[config.mk]
export PLATFORM = sky130hd
export DESIGN_NAME = dpc_regs
export DESIGN_NICKNAME = d
export VERILOG_FILES = /design/src/logic/dpc_regs.v /design/src/logic/dpc_sync_step.v /design/src/logic/dpc_thermo.v
export VERILOG_INCLUDE_DIRS = /design/src /design/src/pkg
export SDC_FILE = /design/constraint.sdc
export NUM_CORES = 1
export LEC_CHECK = 0
export BUFFER_PORTS_ARGS = -buffer_cell sky130_fd_sc_hd__buf_4
export CORE_MARGIN = 8
export CORE_UTILIZATION = 33
export DETAILED_ROUTE_END_ITERATION = 10
export GPL_TIMING_DRIVEN = 0
export PLACE_DENSITY = 0.57
export SYNTH_ARGS = -nofsm -noshare
export SYNTH_HDL_FRONTEND = slang
export SYNTH_SLANG_ARGS = --single-unit
[constraint.sdc]
create_clock -name core_clk -period 2.6 [get_ports core_clk]
set_input_delay 0.26 -clock core_clk [delete_from_list [all_inputs] [get_ports core_clk]]
set_output_delay 0.26 -clock core_clk [all_outputs]
set_load 0.02 [all_outputs]
[src/pkg/dpc_regs.vh]
`ifndef DPC_REGS_VH
`define DPC_REGS_VH
// register offsets
`define DPC_ADDR_RX_STATUS     7'h0e
`define DPC_ADDR_FIFO_CTRL     7'h11
`define DPC_ADDR_FIFO_OFFSET   7'h12
`define DPC_ADDR_PH0_LEVEL     7'h13
`define DPC_ADDR_PH1_LEVEL     7'h14
`define DPC_ADDR_PH2_LEVEL     7'h15
`define DPC_ADDR_PH3_LEVEL     7'h16
`define DPC_ADDR_FORMAT_CTRL   7'h18
`define DPC_ADDR_DECODE_CTRL   7'h19
`define DPC_ADDR_SYNC          7'h1a
`define DPC_ADDR_GAIN_LOW      7'h20
`define DPC_ADDR_GAIN_HIGH     7'h21
// reset values
`define DPC_RST_FIFO_CTRL      8'h00
`define DPC_RST_FIFO_OFFSET    8'h04
`define DPC_RST_FORMAT_CTRL    8'h00
`define DPC_RST_DECODE_CTRL    8'h00
`define DPC_RST_SYNC           8'h00
`define DPC_RST_GAIN_LOW       8'h00
`define DPC_RST_GAIN_HIGH      2'h2
// field positions
`define DPC_FIFO_REQ_BIT       7
`define DPC_FIFO_ACK_BIT       6
`define DPC_FIFO_PIN_BIT       5
`define DPC_FIFO_REPORT_BIT    0
`define DPC_FMT_FILTER_BIT     7
`define DPC_FMT_BINARY_BIT     6
`define DPC_FMT_REJECT_BIT     5
`define DPC_SYNC_INC_BIT       7
`define DPC_SYNC_DEC_BIT       6
`define DPC_SYNC_EN_BIT        4
// timing: cycles a latency step takes to complete
`define DPC_SYNC_STEP_CYCLES   4'h4
// reset value of the phase thermometers
`define DPC_RST_LEVEL          7'h00
`endif

[src/logic/dpc_regs.v]
`timescale 1ns/100ps
`include "dpc_regs.vh"
////////////////////////////////////////////////////////////////////////////////
module dpc_regs (
  // clock and reset
  input  wire       core_clk,
  input  wire       rst,
  // serial port register access
  input  wire [6:0] reg_addr,
  input  wire       reg_wr,
  input  wire [7:0] reg_wdata,
  input  wire       reg_rd,
  output reg  [7:0] reg_rdata,
  // dll status inputs
  input  wire       dll_lock,
  input  wire       dll_start_warn,
  input  wire       dll_end_warn,
  input  wire       dll_correct_phase,
  input  wire       data_clock_input_on,
  input  wire       dll_lock_negative,
  input  wire       dll_running,
  // fifo side
  input  wire       frame_pin,
  input  wire [2:0] fill0,
  input  wire [2:0] fill1,
  input  wire [2:0] fill2,
  input  wire [2:0] fill3,
  output reg        fifo_reset,
  output wire [2:0] read_pointer_offset,
  output wire [2:0] write_pointer_offset,
  // data path controls
  output wire       interp_filter_en,
  output wire       unsigned_format,
  output wire       filter_rejection_select,
  output wire       mix_decode_en,
  output wire       sync_out_en,
  output wire [2:0] sync_phase_delay,
  output wire [9:0] gain_code
);
  ////////////////////////////////////////////////////////////////////////////
  // storage
  reg  [7:0] fifo_control;
  reg  [7:0] fifo_pointer_offset;
  reg  [2:0] sample_format_control;
  reg        decoder_mode_control;
  reg        sync_enable;
  reg        inc_pulse;
  reg        dec_pulse;
  reg  [7:0] gain_code_low;
  reg  [1:0] gain_code_high;
  reg        req_seen;
  reg  [7:0] receiver_lock_status;
  wire [6:0] fifo_phase0_level;
  wire [6:0] fifo_phase1_level;
  wire [6:0] fifo_phase2_level;
  wire [6:0] fifo_phase3_level;
  wire       sync_done;
  wire [2:0] phase_now;
  wire       req_bit;
  wire       wr_fifo;
  // full-width reset images, sliced down to the stored fields
  localparam [7:0] FMT_RST  = `DPC_RST_FORMAT_CTRL;
  localparam [7:0] DEC_RST  = `DPC_RST_DECODE_CTRL;
  localparam [7:0] SYNC_RST = `DPC_RST_SYNC;

  assign req_bit = fifo_control[`DPC_FIFO_REQ_BIT];
  assign wr_fifo = reg_wr && (reg_addr == `DPC_ADDR_FIFO_CTRL);

  ////////////////////////////////////////////////////////////////////////////
  // register writes; reserved bits not stored
  always @(posedge core_clk or posedge rst) begin
    if (rst) begin
      fifo_control          <= `DPC_RST_FIFO_CTRL;
      fifo_pointer_offset   <= `DPC_RST_FIFO_OFFSET;
      sample_format_control <= FMT_RST[7:5];
      decoder_mode_control  <= DEC_RST[0];
      sync_enable           <= SYNC_RST[`DPC_SYNC_EN_BIT];
      inc_pulse             <= 1'b0;
      dec_pulse             <= 1'b0;
      gain_code_low         <= `DPC_RST_GAIN_LOW;
      gain_code_high        <= `DPC_RST_GAIN_HIGH;
    end else begin
      inc_pulse <= 1'b0;
      dec_pulse <= 1'b0;
      if (wr_fifo) begin
        fifo_control[`DPC_FIFO_REQ_BIT]    <= reg_wdata[`DPC_FIFO_REQ_BIT];
        fifo_control[`DPC_FIFO_PIN_BIT]    <= reg_wdata[`DPC_FIFO_PIN_BIT];
        fifo_control[`DPC_FIFO_REPORT_BIT] <= reg_wdata[`DPC_FIFO_REPORT_BIT];
      end
      // ack follows request one cycle after it changes, on the same edge as the fifo reset from a rising request
      if (req_bit != req_seen)
        fifo_control[`DPC_FIFO_ACK_BIT] <= req_bit;
      if (reg_wr) begin
        case (reg_addr)
          `DPC_ADDR_FIFO_OFFSET: fifo_pointer_offset <= {1'b0, reg_wdata[6:4], 1'b0, reg_wdata[2:0]};
          `DPC_ADDR_FORMAT_CTRL: sample_format_control <= reg_wdata[7:5];
          `DPC_ADDR_DECODE_CTRL: decoder_mode_control <= reg_wdata[0];
          `DPC_ADDR_SYNC: begin
            sync_enable <= reg_wdata[`DPC_SYNC_EN_BIT];
            inc_pulse   <= reg_wdata[`DPC_SYNC_INC_BIT];
            dec_pulse   <= reg_wdata[`DPC_SYNC_DEC_BIT] & ~reg_wdata[`DPC_SYNC_INC_BIT];
          end
          `DPC_ADDR_GAIN_LOW:  gain_code_low <= reg_wdata;
          `DPC_ADDR_GAIN_HIGH: gain_code_high <= reg_wdata[1:0];
          default: ;
        endcase
      end
    end
  end

  ////////////////////////////////////////////////////////////////////////////
  // fifo alignment: request going 0 to 1 or enabled framing pin resets the fifo
  always @(posedge core_clk or posedge rst) begin
    if (rst) begin
      req_seen   <= 1'b0;
      fifo_reset <= 1'b0;
    end else begin
      req_seen   <= req_bit;
      fifo_reset <= ((req_bit != req_seen) && req_bit)
                    || (fifo_control[`DPC_FIFO_PIN_BIT] && frame_pin);
    end
  end

  ////////////////////////////////////////////////////////////////////////////
  // receiver status snapshot, zero after reset
  always @(posedge core_clk or posedge rst) begin
    if (rst) begin
      receiver_lock_status <= 8'h00;
    end else begin
      receiver_lock_status <= {dll_lock,
                               dll_start_warn | dll_end_warn,
                               dll_start_warn,
                               dll_end_warn,
                               dll_correct_phase,
                               data_clock_input_on,
                               dll_lock_negative,
                               dll_running};
    end
  end

  ////////////////////////////////////////////////////////////////////////////
  // sub-blocks
  dpc_thermo #(
    .WIDTH (7)
  ) u_thermo (
    .core_clk  (core_clk),
    .rst       (rst),
    .report_en (fifo_control[`DPC_FIFO_REPORT_BIT]),
    .fill0     (fill0),
    .fill1     (fill1),
    .fill2     (fill2),
    .fill3     (fill3),
    .level0    (fifo_phase0_level),
    .level1    (fifo_phase1_level),
    .level2    (fifo_phase2_level),
    .level3    (fifo_phase3_level)
  );

  dpc_sync_step u_sync (
    .core_clk    (core_clk),
    .rst         (rst),
    .inc_req     (inc_pulse),
    .dec_req     (dec_pulse),
    .phase_delay (phase_now),
    .step_done   (sync_done)
  );

  ////////////////////////////////////////////////////////////////////////////
  // outputs to the data path
  assign read_pointer_offset     = fifo_pointer_offset[6:4];
  assign write_pointer_offset    = fifo_pointer_offset[2:0];
  assign interp_filter_en        = sample_format_control[2];
  assign unsigned_format         = sample_format_control[1];
  assign filter_rejection_select = sample_format_control[0];
  assign mix_decode_en           = decoder_mode_control;
  assign sync_out_en             = sync_enable;
  assign sync_phase_delay        = phase_now;
  assign gain_code               = {gain_code_high, gain_code_low};

  ////////////////////////////////////////////////////////////////////////////
  // read mux, registered; unmapped reads zero
  always @(posedge core_clk or posedge rst) begin
    if (rst) begin
      reg_rdata <= 8'h00;
    end else if (reg_rd) begin
      case (reg_addr)
        `DPC_ADDR_RX_STATUS:   reg_rdata <= receiver_lock_status;
        `DPC_ADDR_FIFO_CTRL:   reg_rdata <= {fifo_control[7:5], 4'h0, fifo_control[0]};
        `DPC_ADDR_FIFO_OFFSET: reg_rdata <= fifo_pointer_offset;
        `DPC_ADDR_PH0_LEVEL:   reg_rdata <= {1'b0, fifo_phase0_level};
        `DPC_ADDR_PH1_LEVEL:   reg_rdata <= {1'b0, fifo_phase1_level};
        `DPC_ADDR_PH2_LEVEL:   reg_rdata <= {1'b0, fifo_phase2_level};
        `DPC_ADDR_PH3_LEVEL:   reg_rdata <= {1'b0, fifo_phase3_level};
        `DPC_ADDR_FORMAT_CTRL: reg_rdata <= {sample_format_control, 5'h00};
        `DPC_ADDR_DECODE_CTRL: reg_rdata <= {7'h00, decoder_mode_control};
        `DPC_ADDR_SYNC:        reg_rdata <= {3'h0, sync_enable, sync_done, phase_now};
        `DPC_ADDR_GAIN_LOW:    reg_rdata <= gain_code_low;
        `DPC_ADDR_GAIN_HIGH:   reg_rdata <= {6'h00, gain_code_high};
        default:               reg_rdata <= 8'h00;
      endcase
    end
  end
endmodule // dpc_regs

[src/logic/dpc_sync_step.v]
`timescale 1ns/100ps
`include "dpc_regs.vh"
// steps the sync phase delay up or down, one step per request taken while idle
module dpc_sync_step (
  // clock and reset
  input  wire       core_clk,
  input  wire       rst,
  // requests
  input  wire       inc_req,
  input  wire       dec_req,
  // status
  output reg  [2:0] phase_delay,
  output reg        step_done
);
  reg [3:0] busy_cnt;
  reg       pend_inc;
  // step engine: a request waits a fixed count, then applies
  always @(posedge core_clk or posedge rst) begin
    if (rst) begin
      phase_delay <= 3'h0;
      step_done   <= 1'b0;
      busy_cnt    <= 4'h0;
      pend_inc    <= 1'b0;
    end else if (busy_cnt != 4'h0) begin
      busy_cnt <= busy_cnt - 4'h1;
      if (busy_cnt == 4'h1) begin
        phase_delay <= pend_inc ? phase_delay + 3'h1 : phase_delay - 3'h1;
        step_done   <= 1'b1;
      end
    end else if (inc_req || dec_req) begin
      busy_cnt  <= `DPC_SYNC_STEP_CYCLES;
      pend_inc  <= inc_req;
      step_done <= 1'b0;
    end
  end
endmodule // dpc_sync_step

[src/logic/dpc_thermo.v]
`timescale 1ns/100ps
`include "dpc_regs.vh"
// holds the four phase fill thermometers, refreshed only while reporting is on
module dpc_thermo #(
  parameter WIDTH = 7
) (
  // clock and reset
  input  wire               core_clk,
  input  wire               rst,
  // control
  input  wire               report_en,
  // fill levels from the fifo, as binary counts
  input  wire [2:0]         fill0,
  input  wire [2:0]         fill1,
  input  wire [2:0]         fill2,
  input  wire [2:0]         fill3,
  // thermometer status
  output reg  [WIDTH-1:0]   level0,
  output reg  [WIDTH-1:0]   level1,
  output reg  [WIDTH-1:0]   level2,
  output reg  [WIDTH-1:0]   level3
);
  // count to thermometer: n ones from the bottom, 4 marks the middle
  function [WIDTH-1:0] therm;
    input [2:0] n;
    integer i;
    begin
      therm = {WIDTH{1'b0}};
      for (i = 0; i < WIDTH; i = i + 1)
        if (i < n) therm[i] = 1'b1;
    end
  endfunction
  // refresh only while reporting enabled
  always @(posedge core_clk or posedge rst) begin
    if (rst) begin
      level0 <= `DPC_RST_LEVEL;
      level1 <= `DPC_RST_LEVEL;
      level2 <= `DPC_RST_LEVEL;
      level3 <= `DPC_RST_LEVEL;
    end else if (report_en) begin
      level0 <= therm(fill0);
      level1 <= therm(fill1);
      level2 <= therm(fill2);
      level3 <= therm(fill3);
    end
  end
endmodule // dpc_thermo

# Word-level counts from Yosys, hierarchy flattened
# Index checks and enable logic that the tools add are counted.
dict set report word_totals {
  elab_cells 128
  regBits 82
  input_bits 39
  out_inout_bits 33
}
dict set report op_classes {
  n_mux 39
  n_eq_ne 15
  n_bitwise 4
  n_reduce_logical 16
  n_addsub 3
  n_lt_le_gt_ge 28
}
# operator n
set op_table {}
lappend op_table {{8-bit case mux with 12 select lines} 1}
lappend op_table {{7-bit by 5-bit equality test with 1-bit output, second input constant} 9}
lappend op_table {{3-bit < comparator, first input constant} 12}
lappend op_table {{1-bit two-way mux} 35}
lappend op_table {{1-bit by 3-bit < comparator with 1-bit output, first input constant} 8}
lappend op_table {{2-bit by 3-bit < comparator with 1-bit output, first input constant} 8}
lappend op_table {{2-bit AND reduction} 9}
lappend op_table {{7-bit by 6-bit equality test with 1-bit output, second input constant} 2}
lappend op_table {{4-bit two-way mux} 2}
lappend op_table {{7-bit by 4-bit equality test with 1-bit output, second input constant} 1}
lappend op_table {{4-bit by 1-bit equality test with 1-bit output, second input constant} 1}
lappend op_table {{4-bit nonzero test} 1}
lappend op_table {{4-bit by 1-bit subtractor with 4-bit output, second input constant} 1}
lappend op_table {{3-bit by 1-bit adder with 3-bit output, second input constant} 1}
lappend op_table {{1-bit logical AND} 3}
lappend op_table {{3-bit two-way mux} 1}
lappend op_table {{3-bit by 1-bit subtractor with 3-bit output, second input constant} 1}
lappend op_table {{1-bit logical OR} 2}
lappend op_table {{2-bit inequality test, second input constant} 1}
lappend op_table {{1-bit inverter} 2}
lappend op_table {{2-bit nonzero test} 1}
lappend op_table {{1-bit AND} 1}
lappend op_table {{1-bit inequality test} 1}
lappend op_table {{1-bit OR} 1}

# Depth between registers and ports, before layout
dict set report depth {
  word_depth 4
  mapped_depth 6
}

# Hierarchy
# From an unflattened synthesis, not the netlist that was laid out.
dict set report unflattened {
  cells_unflattened 353
  hier_area_um2 3907.5
}
# module cells_each area_per_inst_um2 n_inst
set modules_own_cells {}
lappend modules_own_cells {dpc_regs 204 2369.8 1}
lappend modules_own_cells {dpc_thermo 116 1131.1 1}
lappend modules_own_cells {dpc_sync_step 33 406.6 1}

# Worst setup path after synthesis
# OpenSTA, ideal clock, no wires.
dict set report synth_timing {
  path_type {input to register}
  startpoint {input reg_addr[2]}
  endpoint {register gain_code_low[0]}
  path_slack_ns 0.925
  arrival_time_ns 1.550
  stages 5
  n_path_buf 1
  t_required_ns 2.475
  cell_sequence {buf_2 > or3_4 > nor3_4 > nand2_4 > mux2_4}
}
dict set report synth_between {
  elab_chain_len 2
}
# item line
set synth_rtl {}
lappend synth_rtl {{start: declaration} dpc_regs.v:9} ;# input wire [6:0] reg_addr,
lappend synth_rtl {{7-bit by 6-bit equality test with 1-bit output} dpc_regs.v:94} ;# case (reg_addr)
lappend synth_rtl {{2-bit AND reduction (no source line)} --}
lappend synth_rtl {{end signal: assignment} dpc_regs.v:80} ;# gain_code_low <= `DPC_RST_GAIN_LOW;
lappend synth_rtl {{end signal: assignment} dpc_regs.v:103} ;# `DPC_ADDR_GAIN_LOW: gain_code_low <= reg_wdata;
lappend synth_rtl {{end: declaration} dpc_regs.v:49} ;# reg [7:0] gain_code_low;
# No other way between the ends.
# A chain may end at the register's enable or synchronous reset.

# Worst setup path after layout
dict set report layout_timing {
  startpoint {register fifo_pointer_offset[5]}
  endpoint {register reg_rdata[5]}
}
dict set report layout_between {
  elab_chain_len 1
}
# item line
set layout_rtl {}
lappend layout_rtl {{start: declaration} dpc_regs.v:43} ;# reg [7:0] fifo_pointer_offset;
lappend layout_rtl {{start signal: assignment} dpc_regs.v:74} ;# fifo_pointer_offset <= `DPC_RST_FIFO_OFFSET;
lappend layout_rtl {{start signal: assignment} dpc_regs.v:95} ;# `DPC_ADDR_FIFO_OFFSET: fifo_pointer_offset <= {1'b0, reg_wdata[6:4], 1'b0, reg_wdata[2:0]};
lappend layout_rtl {{8-bit case mux with 12 select lines} dpc_regs.v:186} ;# case (reg_addr)
lappend layout_rtl {{end signal: assignment} dpc_regs.v:187} ;# `DPC_ADDR_RX_STATUS: reg_rdata <= receiver_lock_status;
lappend layout_rtl {{end signal: assignment} dpc_regs.v:188} ;# `DPC_ADDR_FIFO_CTRL: reg_rdata <= {fifo_control[7:5], 4'h0, fifo_control[0]};
lappend layout_rtl {{end signal: assignment} dpc_regs.v:189} ;# `DPC_ADDR_FIFO_OFFSET: reg_rdata <= fifo_pointer_offset;
lappend layout_rtl {{end: declaration} dpc_regs.v:13} ;# output reg [7:0] reg_rdata,
# No other way between the ends.

==> qor.csv <==
metric,value,unit
GRT Total Usage,0.150,
RSZ-0062 raised after global routing,no,
num ports,72,
Worst Reg-to-Reg Cells,4,
Detailed Place HPWL,8360,µm
hold buffer count at cts,1,
First-pass DRT Iterations,6,
cts repair resizes,0,
# nets final,474,
antenna diode count,0,
CTS tree,built,
Fmax achieved,575,MHz
htree depth,3,
Period minus WS final,1740,ps
Die X,124,µm
sequential-to-total area share from yosys stat,0.532,
Synth Instances,350,
number of synthesized flops with an enable pin,0,
initial DRC count,250,
remaining global-route overflow,0,
latest clock arrival within the worst-skew pair,330,ps
final hold slack,29.5,ps
gpl congestion,0.860,
CP cell instances,"mux2_2, and4_1, a2111oi_0, a311oi_1",
drt drc,0,
PD cells,744,nW/µm²
Final Hold Fails,0,
core area,11400,µm²
arrival time worst endpoint,1920,ps
"Net Count, Synth",391,
IO Port Bufs,70,
kind of critical path,reg2reg,
initial antenna violation count,1,
Worst Path Max Fanout,3,
postcts setup bufs,0,
worst rel slew slack,0.533,
Post-Route WL,11000,µm
Area Overhead vs Synth,27.6,%
clock buffer depth,2,
Critical Path Source Type,flop,
register bit total from synthesis,82,
pin count of the biggest net entering global routing,71,
Initial Util,0.338,
maxcap violations,0,
"Avg Cell Area, Syn",11.0,µm²
post-route antenna net violation count,0,
"commonest non-fill, non-tap cell in the layout",dfrtp_1,
CTS sink cnt,82,
DR WL/cell,18.9,µm
fin crit share,0.668,
"Largest stage delay, worst path",550,ps
via count,3054,
fraction of layout cells with a size suffix above 1,0.313,
most frequent cells in the layout,"80 x dfrtp_1, 70 x buf_4, 37 x nor2_1",
"CTS clk-pin slew, worst paths",60,ps
Hold Crit Class,in2reg,
Area contributors post-synth,"dfrtp_1 52%, mux2_2 7.9%, nor2_1 3.6%",
Synth cell types,55,
Tot Pwr,0.00366,W
first-pass GRT wire length,17600,µm
crit path capture type,flop,
CTS Root Cell,clkbuf_16,
Hold Crit Depth,1,
largest area contributor in the netlist,dfrtp_1,
slowest CP cell,a2111oi_0,
Vias per Instance,5.26,
Synth top area share,0.519,
Max Slew Vio Count,0,
yosys warns,0,
status,"finished, final reports clean",
TritonCTS Buffers,9,
CP Data Required Time,2790,ps
DIE AREA,15400,µm²
Fin Clk Skew,5.58,ps
Pleak,2.31,nW
row count,39,
die height,124,µm
Synth Flop Type,dfrtp_1,
vias in the first global route,3150,
Finish-stage setup viols,0,
Syn Std Cell Area,3860,µm²
asr flop ratio synth,1.00,
Max VDD drop,398,µV
pin slew with the least headroom to its limit,699,ps
routing by layer:
| layer | wire length (µm) | GRT usage |
|---|---|---|
| met1 | 5040 | 0.202 |
| met2 | 5110 | 0.232 |
| met3 | 660 | 0.0363 |
| met4 | 141 | 0.0454 |
| met5 | 8 | 0 |
cells in the mapped netlist, types with 3 or more instances:
cell type and count:
dfrtp_1 80, and2_1 5, nand2_1 21, nor2b_1 4
o211ai_1 4, a31oi_1 5, o21ai_0 20, a221oi_1 4
mux2_4 8, a32oi_1 5, nor2_1 37, clkbuf_1 7
mux2_2 27, a21oi_1 17, nand3_1 6, and3_1 5
buf_2 6, inv_1 18, mux2i_1 7, nor3_1 8
and4_1 4, nand3b_1 3, a211oi_1 3, o2bb2ai_1 4
kinds of logic after synthesis:
kind of cell / after synthesis / synth area share
AOI/OAI and AO/OA: 79 / 0.136
xor gates and xnor gates: 3 / 0.00681
adders and majority gates: 2 / 0.00843
buffers and inverters: 33 / 0.0340
DFF: 82 / 0.532
muxes: 42 / 0.128
and+or+nand+nor: 109 / 0.154
path summary, 6_finish.rpt:
path / endpoint / startpoint / slack (ps)
worst max register to register: reg_rdata[5] / fifo_pointer_offset[5] / 860
max in group asynchronous: gain_code_high[1] / rst / 1570
worst min register to register: req_seen / fifo_control[7] / 490
min in group asynchronous: u_sync.phase_delay[1] / rst / 390
worst max-delay path: reg_rdata[5] / fifo_pointer_offset[5] / 860
worst min-delay path: receiver_lock_status[7] / dll_lock / 30
registers in the layout, indices dropped and copies added (netlist names):
signal,flops
u_sync.phase_delay,3
reg_rdata,8
gain_code_low,8
fifo_reset,1
gain_code_high,2
fifo_control,4
sample_format_control,3
inc_pulse,1
dec_pulse,1
fifo_pointer_offset,6
u_sync.pend_inc,1
sync_out_en,1
u_thermo.level0,7
u_thermo.level3,7
req_seen,1
u_sync.step_done,1
mix_decode_en,1
u_sync.busy_cnt,4
u_thermo.level1,7
u_thermo.level2,7
receiver_lock_status,8
critical path, delay by kind of cell, from the launching register on:
family / cells / cell delay (ps)
and+or+nand+nor: 1 / 190
DFF: 1 / 410
AOI/OAI and AO/OA: 2 / 720
muxes: 1 / 270
report_power, final:
group	switching [W]	internal, W
logic	0.000353	0.000297
registers	0.000146	0.00150
clock network	0.000502	0.000864
through the flow:
| stage | setup WS [ps] | TNS (ps) | cell area [µm²] | utilization | std cells |
|---|---|---|---|---|---|
| global placement | -802 | -63790 | 4560 | 0.400 | 563 |
| floorplan | 235 | 0 | 3860 | - | 350 |
| global route | 803 | 0 | 4920 | 0.431 | 581 |
| CTS | 853 | 0 | 4920 | 0.431 | 581 |
| detailed placement | 599 | 0 | 4590 | 0.402 | 564 |
| finish | 862 | 0 | 4920 | 0.431 | 581 |
layout make-up:
type                    count  area [µm²]
repair buffers             72         563
clock buffers              11         243
multi-input cells         235        1670
clock inverters             5        77.6
fillers                  1110        6490
flip-flops and latches     82        2050
well taps                 143         179
inverters                  18        70.1
plain buffers              15        63.8
Note: power is estimated with default switching activity, not from simulation.
